--- src/rtl/riv_pkg.sv ---
/*
 * Package for the reset and interrupt vectoring block: vectors, reset causes,
 * flag layout, stack depth and the carrier structs.
 * Assumes a 12-bit program counter and an 8-bit data path.
 */
package riv_pkg;

    // ------------------------------------------------------------------
    // Widths and vectors
    // ------------------------------------------------------------------
    localparam int           PC_W           = 12;
    localparam int           STACK_DEPTH    = 8;
    localparam int           STACK_PTR_W    = 4;
    localparam int           NUM_IRQ        = 6;
    localparam logic [11:0]  RESET_VECTOR   = 12'h000;
    localparam logic [11:0]  IRQ_VECTOR     = 12'h008;
    localparam logic [3:0]   STACK_PTR_RST  = 4'h0;
    localparam logic [7:0]   ACC_RST        = 8'h00;
    localparam logic [7:0]   FLAG_RST       = 8'h00;

    // ------------------------------------------------------------------
    // Flag register layout
    // ------------------------------------------------------------------
    localparam int           FLAG_CAUSE_A_BIT = 7;
    localparam int           FLAG_CAUSE_B_BIT = 6;
    localparam logic [7:0]   FLAG_CAUSE_MASK  = 8'hc0;

    // ------------------------------------------------------------------
    // Interrupt source positions
    // ------------------------------------------------------------------
    localparam int           IRQ_TIMER0   = 0;
    localparam int           IRQ_TIMER1   = 1;
    localparam int           IRQ_USB      = 2;
    localparam int           IRQ_SERIAL   = 3;
    localparam int           IRQ_WAKE     = 4;
    localparam int           IRQ_EXT      = 5;

    // Edge select codes for the external interrupt line.
    localparam logic [1:0]   EDGE_FALL    = 2'h1;
    localparam logic [1:0]   EDGE_RISE    = 2'h2;
    localparam logic [1:0]   EDGE_BOTH    = 2'h3;

    typedef enum logic [1:0] {
        RIV_CAUSE_POWER,
        RIV_CAUSE_WATCHDOG,
        RIV_CAUSE_PIN
    } riv_cause_t;

    typedef struct packed {
        logic       save;
        logic       restore;
        logic       irq_return;
        logic [7:0] accumulator;
        logic [7:0] flags;
    } riv_cpu_req_t;

    typedef struct packed {
        logic [7:0] accumulator;
        logic [7:0] flags;
    } riv_context_t;

endpackage : riv_pkg

--- src/rtl/riv_stack_mem.sv ---
/*
 * Return-address store of the vectoring block, one word per level.
 * Assumes one write and one read per cycle; read data are registered.
 */
`timescale 1ns/1ps
`default_nettype none
module riv_stack_mem
    import riv_pkg::*;
#(
    parameter int DEPTH = STACK_DEPTH,
    parameter int WIDTH = PC_W,
    parameter int AW    = 3
)
(
    input  wire logic             clk_sys,
    input  wire logic             wr_en,
    input  wire logic [AW-1:0]    wr_addr,
    input  wire logic [WIDTH-1:0] wr_data,
    input  wire logic [AW-1:0]    rd_addr,
    output logic      [WIDTH-1:0] rd_data
);

    // ------------------------------------------------------------------
    // Storage
    // ------------------------------------------------------------------
    logic [WIDTH-1:0] mem_reg [DEPTH];

    always_ff @(posedge clk_sys)
    begin
        if (wr_en)
        begin
            mem_reg[wr_addr] <= wr_data;
        end
        rd_data <= mem_reg[rd_addr];
    end

endmodule : riv_stack_mem
`default_nettype wire

--- src/rtl/riv_vector.sv ---
/*
 * Reset and interrupt vectoring: reset cause flags, program counter redirect,
 * eight-level return stack, six-source interrupt request and one-level
 * context save buffer.
 * Assumes the core steps once per clk_sys cycle and reads pc_out each cycle;
 * reset request pulses and irq sources are synchronous to clk_sys except the
 * port pins and the reset pin, which are synchronised here.
 */
`timescale 1ns/1ps
`default_nettype none
module riv_vector
    import riv_pkg::*;
#(
    parameter int P0_W = 6,
    parameter int P1_W = 8
)
(
    input  wire logic               clk_sys,
    input  wire logic               rst,
    input  wire logic               power_on_event,
    input  wire logic               watchdog_overflow,
    input  wire logic               reset_pin_mode,
    input  wire logic               reset_shared_input_bit,
    input  wire logic [P0_W-1:0]    port_zero_in,
    input  wire logic [P1_W-1:0]    port_one_in,
    input  wire logic [1:0]         ext_int_edge_select,
    input  wire logic [NUM_IRQ-1:0] irq_enable,
    input  wire logic               timer_zero_irq,
    input  wire logic               second_timer_counter_irq,
    input  wire logic               usb_irq,
    input  wire logic               serial_io_unit_irq,
    input  wire logic               global_irq_enable,
    input  wire logic               irq_ack_clear,
    input  wire logic [NUM_IRQ-1:0] irq_clear,
    input  wire logic [PC_W-1:0]    pc_next_seq,
    input  wire riv_cpu_req_t       cpu_req,
    output logic [PC_W-1:0]         pc_out,
    output riv_context_t            context_out,
    output logic                    reset_cause_flag_a,
    output logic                    reset_cause_flag_b,
    output logic [NUM_IRQ-1:0]      irq_pending,
    output logic                    wakeup_event,
    output logic                    port_bit_reset_shared,
    output logic [STACK_PTR_W-1:0]  stack_level,
    output logic                    stack_overflow
);

    // ------------------------------------------------------------------
    // Input synchronisers
    // ------------------------------------------------------------------
    localparam int SYN_W = P0_W + P1_W + 1;
    logic [SYN_W-1:0] pin_meta_reg;
    logic [SYN_W-1:0] pin_sync_reg;
    logic [SYN_W-1:0] pin_prev_reg;

    always_ff @(posedge clk_sys or posedge rst)
    begin
        if (rst)
        begin
            // Pins idle high, so a zero here would look like an edge after reset.
            pin_meta_reg <= '1;
            pin_sync_reg <= '1;
            pin_prev_reg <= '1;
        end
        else
        begin
            pin_meta_reg <= {reset_shared_input_bit, port_one_in, port_zero_in};
            pin_sync_reg <= pin_meta_reg;
            pin_prev_reg <= pin_sync_reg;
        end
    end

    // ------------------------------------------------------------------
    // Wake-up and external edge detect
    // ------------------------------------------------------------------
    wire [SYN_W-1:0] pin_change = pin_sync_reg ^ pin_prev_reg;
    // The shared reset bit only wakes the core while it is a plain input.
    wire       wake_hit   = (|pin_change[P0_W+P1_W-1:0])
                          | (pin_change[SYN_W-1] & ~reset_pin_mode);
    wire       ext_now    = pin_sync_reg[0];
    wire       ext_before = pin_prev_reg[0];
    wire       ext_fall   = ext_before & ~ext_now;
    wire       ext_rise   = ~ext_before & ext_now;
    wire       ext_hit    = (ext_int_edge_select == EDGE_FALL) ? ext_fall
                          : (ext_int_edge_select == EDGE_RISE) ? ext_rise
                          : (ext_int_edge_select == EDGE_BOTH) ? (ext_fall | ext_rise)
                          : ext_fall;

    // ------------------------------------------------------------------
    // Interrupt request flags
    // ------------------------------------------------------------------
    logic [NUM_IRQ-1:0] irq_set;
    assign irq_set[IRQ_TIMER0] = timer_zero_irq;
    assign irq_set[IRQ_TIMER1] = second_timer_counter_irq;
    assign irq_set[IRQ_USB]    = usb_irq;
    assign irq_set[IRQ_SERIAL] = serial_io_unit_irq;
    assign irq_set[IRQ_WAKE]   = wake_hit;
    assign irq_set[IRQ_EXT]    = ext_hit;

    logic [NUM_IRQ-1:0] irq_reg;
    logic               in_service_reg;
    // Set wins over clear so an event in the clearing cycle survives.
    wire [NUM_IRQ-1:0]  irq_next = (irq_reg & ~irq_clear) | irq_set;
    wire                irq_take = global_irq_enable & ~in_service_reg
                                 & (|(irq_reg & irq_enable));

    // ------------------------------------------------------------------
    // Reset cause capture
    // ------------------------------------------------------------------
    logic       pin_rst_sync_reg;
    logic       pin_reset_meta_reg;
    always_ff @(posedge clk_sys or posedge rst)
    begin
        if (rst)
        begin
            pin_reset_meta_reg <= 1'b1;
            pin_rst_sync_reg   <= 1'b1;
        end
        else
        begin
            pin_reset_meta_reg <= reset_shared_input_bit;
            pin_rst_sync_reg   <= pin_reset_meta_reg;
        end
    end
    // Outside keeps the pin high; a low level while in reset mode resets.
    wire pin_reset = reset_pin_mode & ~pin_rst_sync_reg;
    // Priority power-on over pin over watchdog, as one cause must win.
    wire any_reset = power_on_event | pin_reset | watchdog_overflow;
    riv_cause_t cause;
    assign cause = power_on_event ? RIV_CAUSE_POWER
                 : pin_reset      ? RIV_CAUSE_PIN
                 : RIV_CAUSE_WATCHDOG;

    logic cause_a_reg;
    logic cause_b_reg;
    logic cause_a_next;
    logic cause_b_next;
    always_comb
    begin
        cause_a_next = cause_a_reg;
        cause_b_next = cause_b_reg;
        if (any_reset)
        begin
            case (cause)
                RIV_CAUSE_POWER:    begin cause_a_next = 1'b1; cause_b_next = 1'b0; end
                RIV_CAUSE_WATCHDOG: begin cause_a_next = 1'b0; cause_b_next = 1'b0; end
                RIV_CAUSE_PIN:      begin cause_a_next = 1'b1; cause_b_next = 1'b1; end
                default:            begin cause_a_next = 1'b1; cause_b_next = 1'b0; end
            endcase
        end
    end

    // ------------------------------------------------------------------
    // Return stack
    // ------------------------------------------------------------------
    logic [STACK_PTR_W-1:0] sp_reg;
    logic                   ovf_reg;
    wire                    do_push = irq_take & ~any_reset;
    wire                    do_pop  = cpu_req.irq_return & ~any_reset & (sp_reg != STACK_PTR_RST);
    wire [2:0]              wr_idx  = sp_reg[2:0];
    wire [2:0]              rd_idx  = 3'(sp_reg - 4'h1);
    wire [PC_W-1:0]         pop_pc;

    riv_stack_mem #(
        .DEPTH (STACK_DEPTH),
        .WIDTH (PC_W),
        .AW    (3)
    ) u_stack (
        .clk_sys (clk_sys),
        .wr_en   (do_push),
        .wr_addr (wr_idx),
        .wr_data (pc_next_seq),
        .rd_addr (rd_idx),
        .rd_data (pop_pc)
    );

    // Registered read data arrive one cycle after the return request.
    logic pop_pend_reg;

    // ------------------------------------------------------------------
    // Context save buffer
    // ------------------------------------------------------------------
    riv_context_t ctx_reg;
    riv_context_t ctx_next;
    always_comb
    begin
        ctx_next = ctx_reg;
        if (cpu_req.save)
        begin
            ctx_next.accumulator = cpu_req.accumulator;
            ctx_next.flags       = cpu_req.flags & ~FLAG_CAUSE_MASK;
        end
    end

    // ------------------------------------------------------------------
    // Sequential state
    // ------------------------------------------------------------------
    always_ff @(posedge clk_sys or posedge rst)
    begin
        if (rst)
        begin
            cause_a_reg    <= 1'b1;
            cause_b_reg    <= 1'b0;
            irq_reg        <= '0;
            in_service_reg <= 1'b0;
            sp_reg         <= STACK_PTR_RST;
            ovf_reg        <= 1'b0;
            pop_pend_reg   <= 1'b0;
            pc_out         <= RESET_VECTOR;
            ctx_reg        <= '{accumulator: ACC_RST, flags: FLAG_RST};
            context_out    <= '{accumulator: ACC_RST, flags: FLAG_RST};
            wakeup_event   <= 1'b0;
            port_bit_reset_shared <= 1'b0;
        end
        else if (any_reset)
        begin
            cause_a_reg    <= cause_a_next;
            cause_b_reg    <= cause_b_next;
            irq_reg        <= '0;
            in_service_reg <= 1'b0;
            sp_reg         <= STACK_PTR_RST;
            ovf_reg        <= 1'b0;
            pop_pend_reg   <= 1'b0;
            pc_out         <= RESET_VECTOR;
            ctx_reg        <= '{accumulator: ACC_RST, flags: FLAG_RST};
            context_out    <= '{accumulator: ACC_RST, flags: FLAG_RST};
            wakeup_event   <= 1'b0;
            port_bit_reset_shared <= 1'b0;
        end
        else
        begin
            irq_reg      <= irq_next;
            ctx_reg      <= ctx_next;
            wakeup_event <= wake_hit;
            port_bit_reset_shared <= ~reset_pin_mode & pin_sync_reg[SYN_W-1];
            pop_pend_reg <= do_pop;
            if (cpu_req.restore)
            begin
                context_out.accumulator <= ctx_reg.accumulator;
                context_out.flags       <= (ctx_reg.flags & ~FLAG_CAUSE_MASK)
                                         | {cause_a_reg, cause_b_reg, 6'h00};
            end
            if (do_push)
            begin
                sp_reg         <= (sp_reg == 4'(STACK_DEPTH)) ? sp_reg : 4'(sp_reg + 4'h1);
                ovf_reg        <= ovf_reg | (sp_reg == 4'(STACK_DEPTH));
                in_service_reg <= 1'b1;
                pc_out         <= IRQ_VECTOR;
            end
            else if (do_pop)
            begin
                sp_reg         <= 4'(sp_reg - 4'h1);
                in_service_reg <= 1'b0;
            end
            else if (pop_pend_reg)
            begin
                pc_out <= pop_pc;
            end
            else
            begin
                pc_out <= pc_next_seq;
            end
        end
    end

    assign reset_cause_flag_a = cause_a_reg;
    assign reset_cause_flag_b = cause_b_reg;
    assign irq_pending        = irq_reg;
    assign stack_level        = sp_reg;
    assign stack_overflow     = ovf_reg;

endmodule : riv_vector
`default_nettype wire

--- config.mk ---
export PLATFORM = sky130hd
export DESIGN_NAME = riv_vector
export DESIGN_NICKNAME = d
export VERILOG_FILES = /design/src/rtl/riv_pkg.sv /design/src/rtl/riv_stack_mem.sv /design/src/rtl/riv_vector.sv
export SDC_FILE = /design/constraint.sdc
export NUM_CORES = 1
export LEC_CHECK = 0
export ABC_AREA = 0
export ABC_CLOCK_PERIOD_IN_PS = 4550
export CAP_MARGIN = 40
export CORE_UTILIZATION = 35
export DETAILED_ROUTE_END_ITERATION = 8
export DONT_BUFFER_PORTS = 1
export GPL_ROUTABILITY_DRIVEN = 0
export PLACE_DENSITY = 0.56
export SLEW_MARGIN = 25
export SYNTH_ARGS = -nofsm -noshare
export SYNTH_HDL_FRONTEND = slang
export SYNTH_HIERARCHICAL = 1
export SYNTH_SLANG_ARGS = --single-unit
--- constraint.sdc ---
create_clock -name clk_sys -period 4.55 [get_ports clk_sys]
set_clock_uncertainty 0.1 [all_clocks]
set_input_delay 0.2275 -clock clk_sys [delete_from_list [all_inputs] [get_ports clk_sys]]
set_output_delay 0.2275 -clock clk_sys [all_outputs]
set_load 0.02 [all_outputs]
# After elaboration in Yosys (flattened, before gate mapping)
# Memories as Yosys holds them, arrays and structs flattened. A register that Yosys moved wholly into a read port is not among the register bits.
# Cells that the tools add are included.
# op_classes
n_mux,30
add_sub_neg,2
n_reduce_logical,8
bitwise_logic,27
n_eq_ne,8
# ops
cell,n
$mux W16,4
$mux W12,4
$mux W4,4
$mux W1,15
$xor A15 B15 Y15,1
$reduce_or A14 Y1,1
$and A6 B6 Y6,2
$and A1 B1 Y1,10
$or A6 B8 Y8,1
$eq A2 B2 Y1 const B,3
$mux W6,1
$ne A3 B3 Y1 const B,2
$not A1 Y1,6
$not A6 Y6,1
$or A6 B6 Y6,1
$reduce_bool A2 Y1,3
$reduce_or A6 Y1,1
$or A1 B1 Y1,5
$add A4 B1 Y4 const B,1
$eq A2 B1 Y1 const B,2
$eq A4 B4 Y1 const B,1
$mux W2,2
$reduce_bool A4 Y1,1
$sub A4 B1 Y4 const B,1
2 further kinds,2
# word_totals
register_bits,106
memories,1
input_bits,71
ram_bits,96
out_inout_bits,43
# memory_table
memory,depth,width,rd,rd_clocked_by_memory_dff,write_ports,line,source
u_stack.mem_reg,8,12,1,1,1,riv_stack_mem.sv:26,logic [WIDTH-1:0] mem_reg [DEPTH];

# Depth between registers and ports, before layout
# logic_depth
depth_word,10
ltp_mapped,7
mapped_depth_nobuf,7

# Hierarchy
# Netlist, hierarchy kept.
# by_module_without_submodules
mod,n_inst,area_per_inst_um2,cells_per_inst
riv_vector,1,4080.2,310
riv_stack_mem,1,3987.6,164

# Worst setup path before layout
# No wires, ideal clock.
# synth_path
kind,register to register
start,register pin_rst_sync_reg
end,memory u_stack/mem_reg[4][0] (netlist bit) (enable)
setup_time_ns,0.396
path_stages_with_launch,7
t_arrival_ns,2.308
period_less_slack_ns,2.805
path_buffers,0
path_slack_ns,1.745
path_cell_list,dfstp_2 nand2b_2 nand2_2 or3_1 inv_2 nand2_1 nor3_1
# synth_between
elab_chain_len,8
# synth_rtl
item,line,source
start: declaration,riv_vector.sv:110,logic pin_rst_sync_reg;
start signal: assignment,riv_vector.sv:122,pin_rst_sync_reg <= pin_reset_meta_reg;
$not A1 Y1,riv_vector.sv:126,wire pin_reset = reset_pin_mode & ~pin_rst_sync_reg;
$and A1 B1 Y1,riv_vector.sv:126,
$or A1 B1 Y1 (2 in a row),riv_vector.sv:128,wire any_reset = power_on_event | pin_reset | watchdog_overflow;
$not A1 Y1,riv_vector.sv:158,wire do_push = irq_take & ~any_reset;
$and A1 B1 Y1,riv_vector.sv:158,
via do_push,riv_vector.sv:158,
$mux W1,riv_stack_mem.sv:30,if (wr_en)
$mux W1 (not written as such),riv_stack_mem.sv:32,mem_reg[wr_addr] <= wr_data;
end: declaration,riv_stack_mem.sv:26,
# The timed path passes the listed nets, and every way through them passes these cells.

# Final worst setup path
# layout_path
start,"register irq_reg[0], in the netlist irq_pending[0]"
end,memory u_stack/mem_reg[6][6] (netlist bit) (enable)
# layout_between
elab_chain_len,6
# layout_rtl
item,line,source
start: declaration,riv_vector.sv:100,logic [NUM_IRQ-1:0] irq_reg;
start signal: assignment,riv_vector.sv:232,irq_reg <= irq_next;
$and A6 B6 Y6,riv_vector.sv:105,& (|(irq_reg & irq_enable));
$reduce_or A6 Y1,riv_vector.sv:105,
$and A1 B1 Y1,riv_vector.sv:105,
$and A1 B1 Y1,riv_vector.sv:158,
via do_push,riv_vector.sv:158,
$mux W1,riv_stack_mem.sv:30,
$mux W1 (not written as such),riv_stack_mem.sv:32,
# The timed path passes the listed nets, and every way through them passes these cells.

==> results by group <==
Worst setup path
  – Crit path arrival time: between 2 and 3 ns
  – CP max FO: 7
  – Startpoint types: register
  – CP required: 4.65 ns
  – Worst setup EP type: register
  – WS Path Type: register to register
  – Reg2reg setup slack: roughly 1.8 ns

Global routing
  – Total GRT Usage: 0.1429
  – Initial antenna violation count: 0
  – Vias in the first global route: 4714
  – Pin count of the biggest net entering global routing: 60
  – Congestion Overflow GR: 0
  – First-pass GRT wire length: around 26 mm

Layout
  – Inserted Diodes: 0
  – Multi-input logic area: 0.002133 mm^2
  – Max reg flops: 96
  – Finished Cell Area: 0.009982 mm^2
  – Layout cell share with drive strength beyond 1: 0.2334
  – Fillers: 1932
  – Most frequent cells in the layout: edfxtp_1 (96), dlygate4sd3_1 (73), dfrtp_1 (58), nor2_1 (55), dfstp_2 (46)
  – Commonest non-fill, non-tap cell in the layout: edfxtp_1
  – Register area: 0.005783 mm^2
  – P&R area growth vs syn: 23.73%
  – Fin nets: 645

Placement
  – Detail Placement HPWL: 9.995 mm
  – Place WS: 1.777 ns
  – DP Area: roughly 0.0084 mm^2
  – Port bufs: 0

Run status
  – Status: complete, no violations

Detailed routing
  – Post-route ant nets: 0
  – Overall routed net length: 16.36 mm
  – Remaining DRCs: 0
  – Via count: 4304
  – Avg WL per Cell: roughly 19 um
  – DRT Pass-1 Iters: 4
  – DR iter-0 viols: around 210
  – Via density per instance: between 4 and 5

Clocking
  – Skew-Pair Late Insertion Delay: 0.50 ns
  – Total CTS buffers: 23
  – Root buffer cell: clkbuf_16
  – H-Tree Level Count: 1
  – CTS resizes: 0
  – Clock transition at the registers of the reported paths: ~0.060 ns
  – CTS tree: done
  – Hold Buf Count CTS: 74
  – Setup Buffers After CTS: 0
  – CTS max path bufs: 3
  – CTS Sinks: 212

Floorplan
  – Die width: 153.8 um
  – Placeable Area: 0.02264 mm^2
  – Die Y: 153.8 um
  – Rows: 55
  – Initial Util: 0.3563
  – Die area: 0.02366 mm^2
  – IO Pins: 114

Synthesis
  – Syn Nets: around 550
  – Post-synth ARST share: 0.4906
  – Most used DFF post-synth: edfxtp_1
  – Synth cell types: 45
  – Synth Warn #: 6
  – Area contributors post-synth: edfxtp_1 (36%), dfrtp_1 (18%), dfstp_2 (15%)
  – Synth area leader: edfxtp_1
  – Post-synth EDFFs: 96
  – Mapped Cells: between 400 and 500
  – Mapped cell area: 0.008068 mm^2
  – Mean Syn Cell Area: 17.02 um^2
  – Sequential-to-total area share from yosys stat: 0.7168
  – Yosys reg bits: 212
  – Top cell type's share of synthesized area: 0.3573

Power
  – Leakage Power: around 3.9 nW
  – Power Density: 429.4 mW/mm^2
  – Switching share of power: 0.2208
  – P_int: 0.003339 W
  – Seq pwr share: 0.497
  – Part of the power in combinational logic: 0.072
  – Clock power frac: 0.431
  – Worst vdd ir: 0.3174 mV
  – Switching Power: 0.0009465 W

Min path
  – Hold crit path type: input pin to register

Timing
  – RSZ-0062 raised after global routing: no
  – Worst Tran Pin Value: roughly 0.67 ns
  – TNS Setup: 0 ns
  – Hold Vio Cnt, Final: 0
  – Fin. max-slew vios: 0
  – Final worst-path setup slack: 1.781 ns
  – Crit path time final: ~2.8 ns
  – Setup violations, final: 0
  – Relative slew slack: 0.5536
  – Fin crit share: 0.6086
  – Fmax achieved: 361.1 MHz

Flow run
  – Maxcap violations: 0
-- power by group through the flow --
stage | sequential, W | combinational, W | clock (W)
2_1_floorplan | 0.00215 | 0.000197 | 0
3_3_place_gp | 0.00217 | 0.000233 | 0
3_5_place_dp | 0.00217 | 0.000239 | 0
4_1_cts | 0.00213 | 0.000311 | 0.00191
5_1_grt | 0.00214 | 0.000341 | 0.00198
6_report | 0.00213 | 0.000311 | 0.00185
-- critical path: stages, from the launching register on --
cell and delay [ns]:
dfrtp_1 0.49, a22o_1 0.32, nor3_1 0.10, or3_1 0.42, inv_2 0.11, nand2_1 0.10
nor2_1 0.53, buf_4 0.29
-- logic make-up after synthesis --
group | Yosys count | share of synthesized area
simple gates | 93 | 0.05320
mux | 80 | 0.1481
xor+xnor | 15 | 0.01628
flops | 212 | 0.7168
buf+inv | 33 | 0.01923
fa+ha+maj | 4 | 0.006204
compound gates | 37 | 0.04017
-- path summary, 6_finish.rpt --
path	depth (start not counted)	endpoint	start
worst min-delay path	2	pc_out[8]	pc_next_seq[8]
max in group asynchronous	4	reset_cause_flag_a	rst
worst max register to register	7	u_stack/mem_reg[6][6]	irq_pending[0]
min in group asynchronous	2	pin_prev_reg[8]	rst
worst min register to register	0	pin_sync_reg[11]	pin_meta_reg[11]
worst max-delay path	7	u_stack/mem_reg[6][6]	irq_pending[0]
-- cells in the mapped netlist, types with 4 or more instances --
cell type / count
mux2i_1: 44
mux2_2: 12
nor3_1: 7
mux4_1: 21
nor2_1: 55
nand2_1: 5
dfxtp_1: 12
buf_2: 7
xor2_1: 5
dfrtp_1: 58
ha_1: 4
clkbuf_1: 7
inv_1: 13
edfxtp_1: 96
dfstp_2: 46
xnor2_1: 10
nand3_1: 4
nand2b_1: 8
a211oi_2: 10
a21oi_1: 9
-- stage by stage --
step	instances	utilization	hold WS, ns	power (W)
final	872	0.4409	0.02550	0.004286
after global routing	872	0.4409	0.007756	0.004455
after CTS	870	0.4392	0.01049	0.004351
after detailed placement	754	0.3726	0.1320	0.002408
after global placement	753	0.3721	0.1320	0.002399
after floorplan	474	-	0.1320	0.002352
-- cell type report --
cell class | instances | share of cell area
multi-input combinational | 229 | 0.2137
sequential | 212 | 0.5793
inverter | 14 | 0.005515
timing repair buffer | 90 | 0.08887
tap | 285 | 0.03572
clock inverter | 14 | 0.01416
clock buffer | 28 | 0.06267
-- routing by layer --
metal  global-route usage  vias to the layer above  routed length (um)
met3              0.03354                       23                 807
li1                     -                     1958                   -
met2               0.2539                       92                8462
met1               0.1731                     2231                6756
met4              0.04000                        0                 329
met5                    0                        -                   0
No activity file was read; power rests on OpenSTA's default activity.
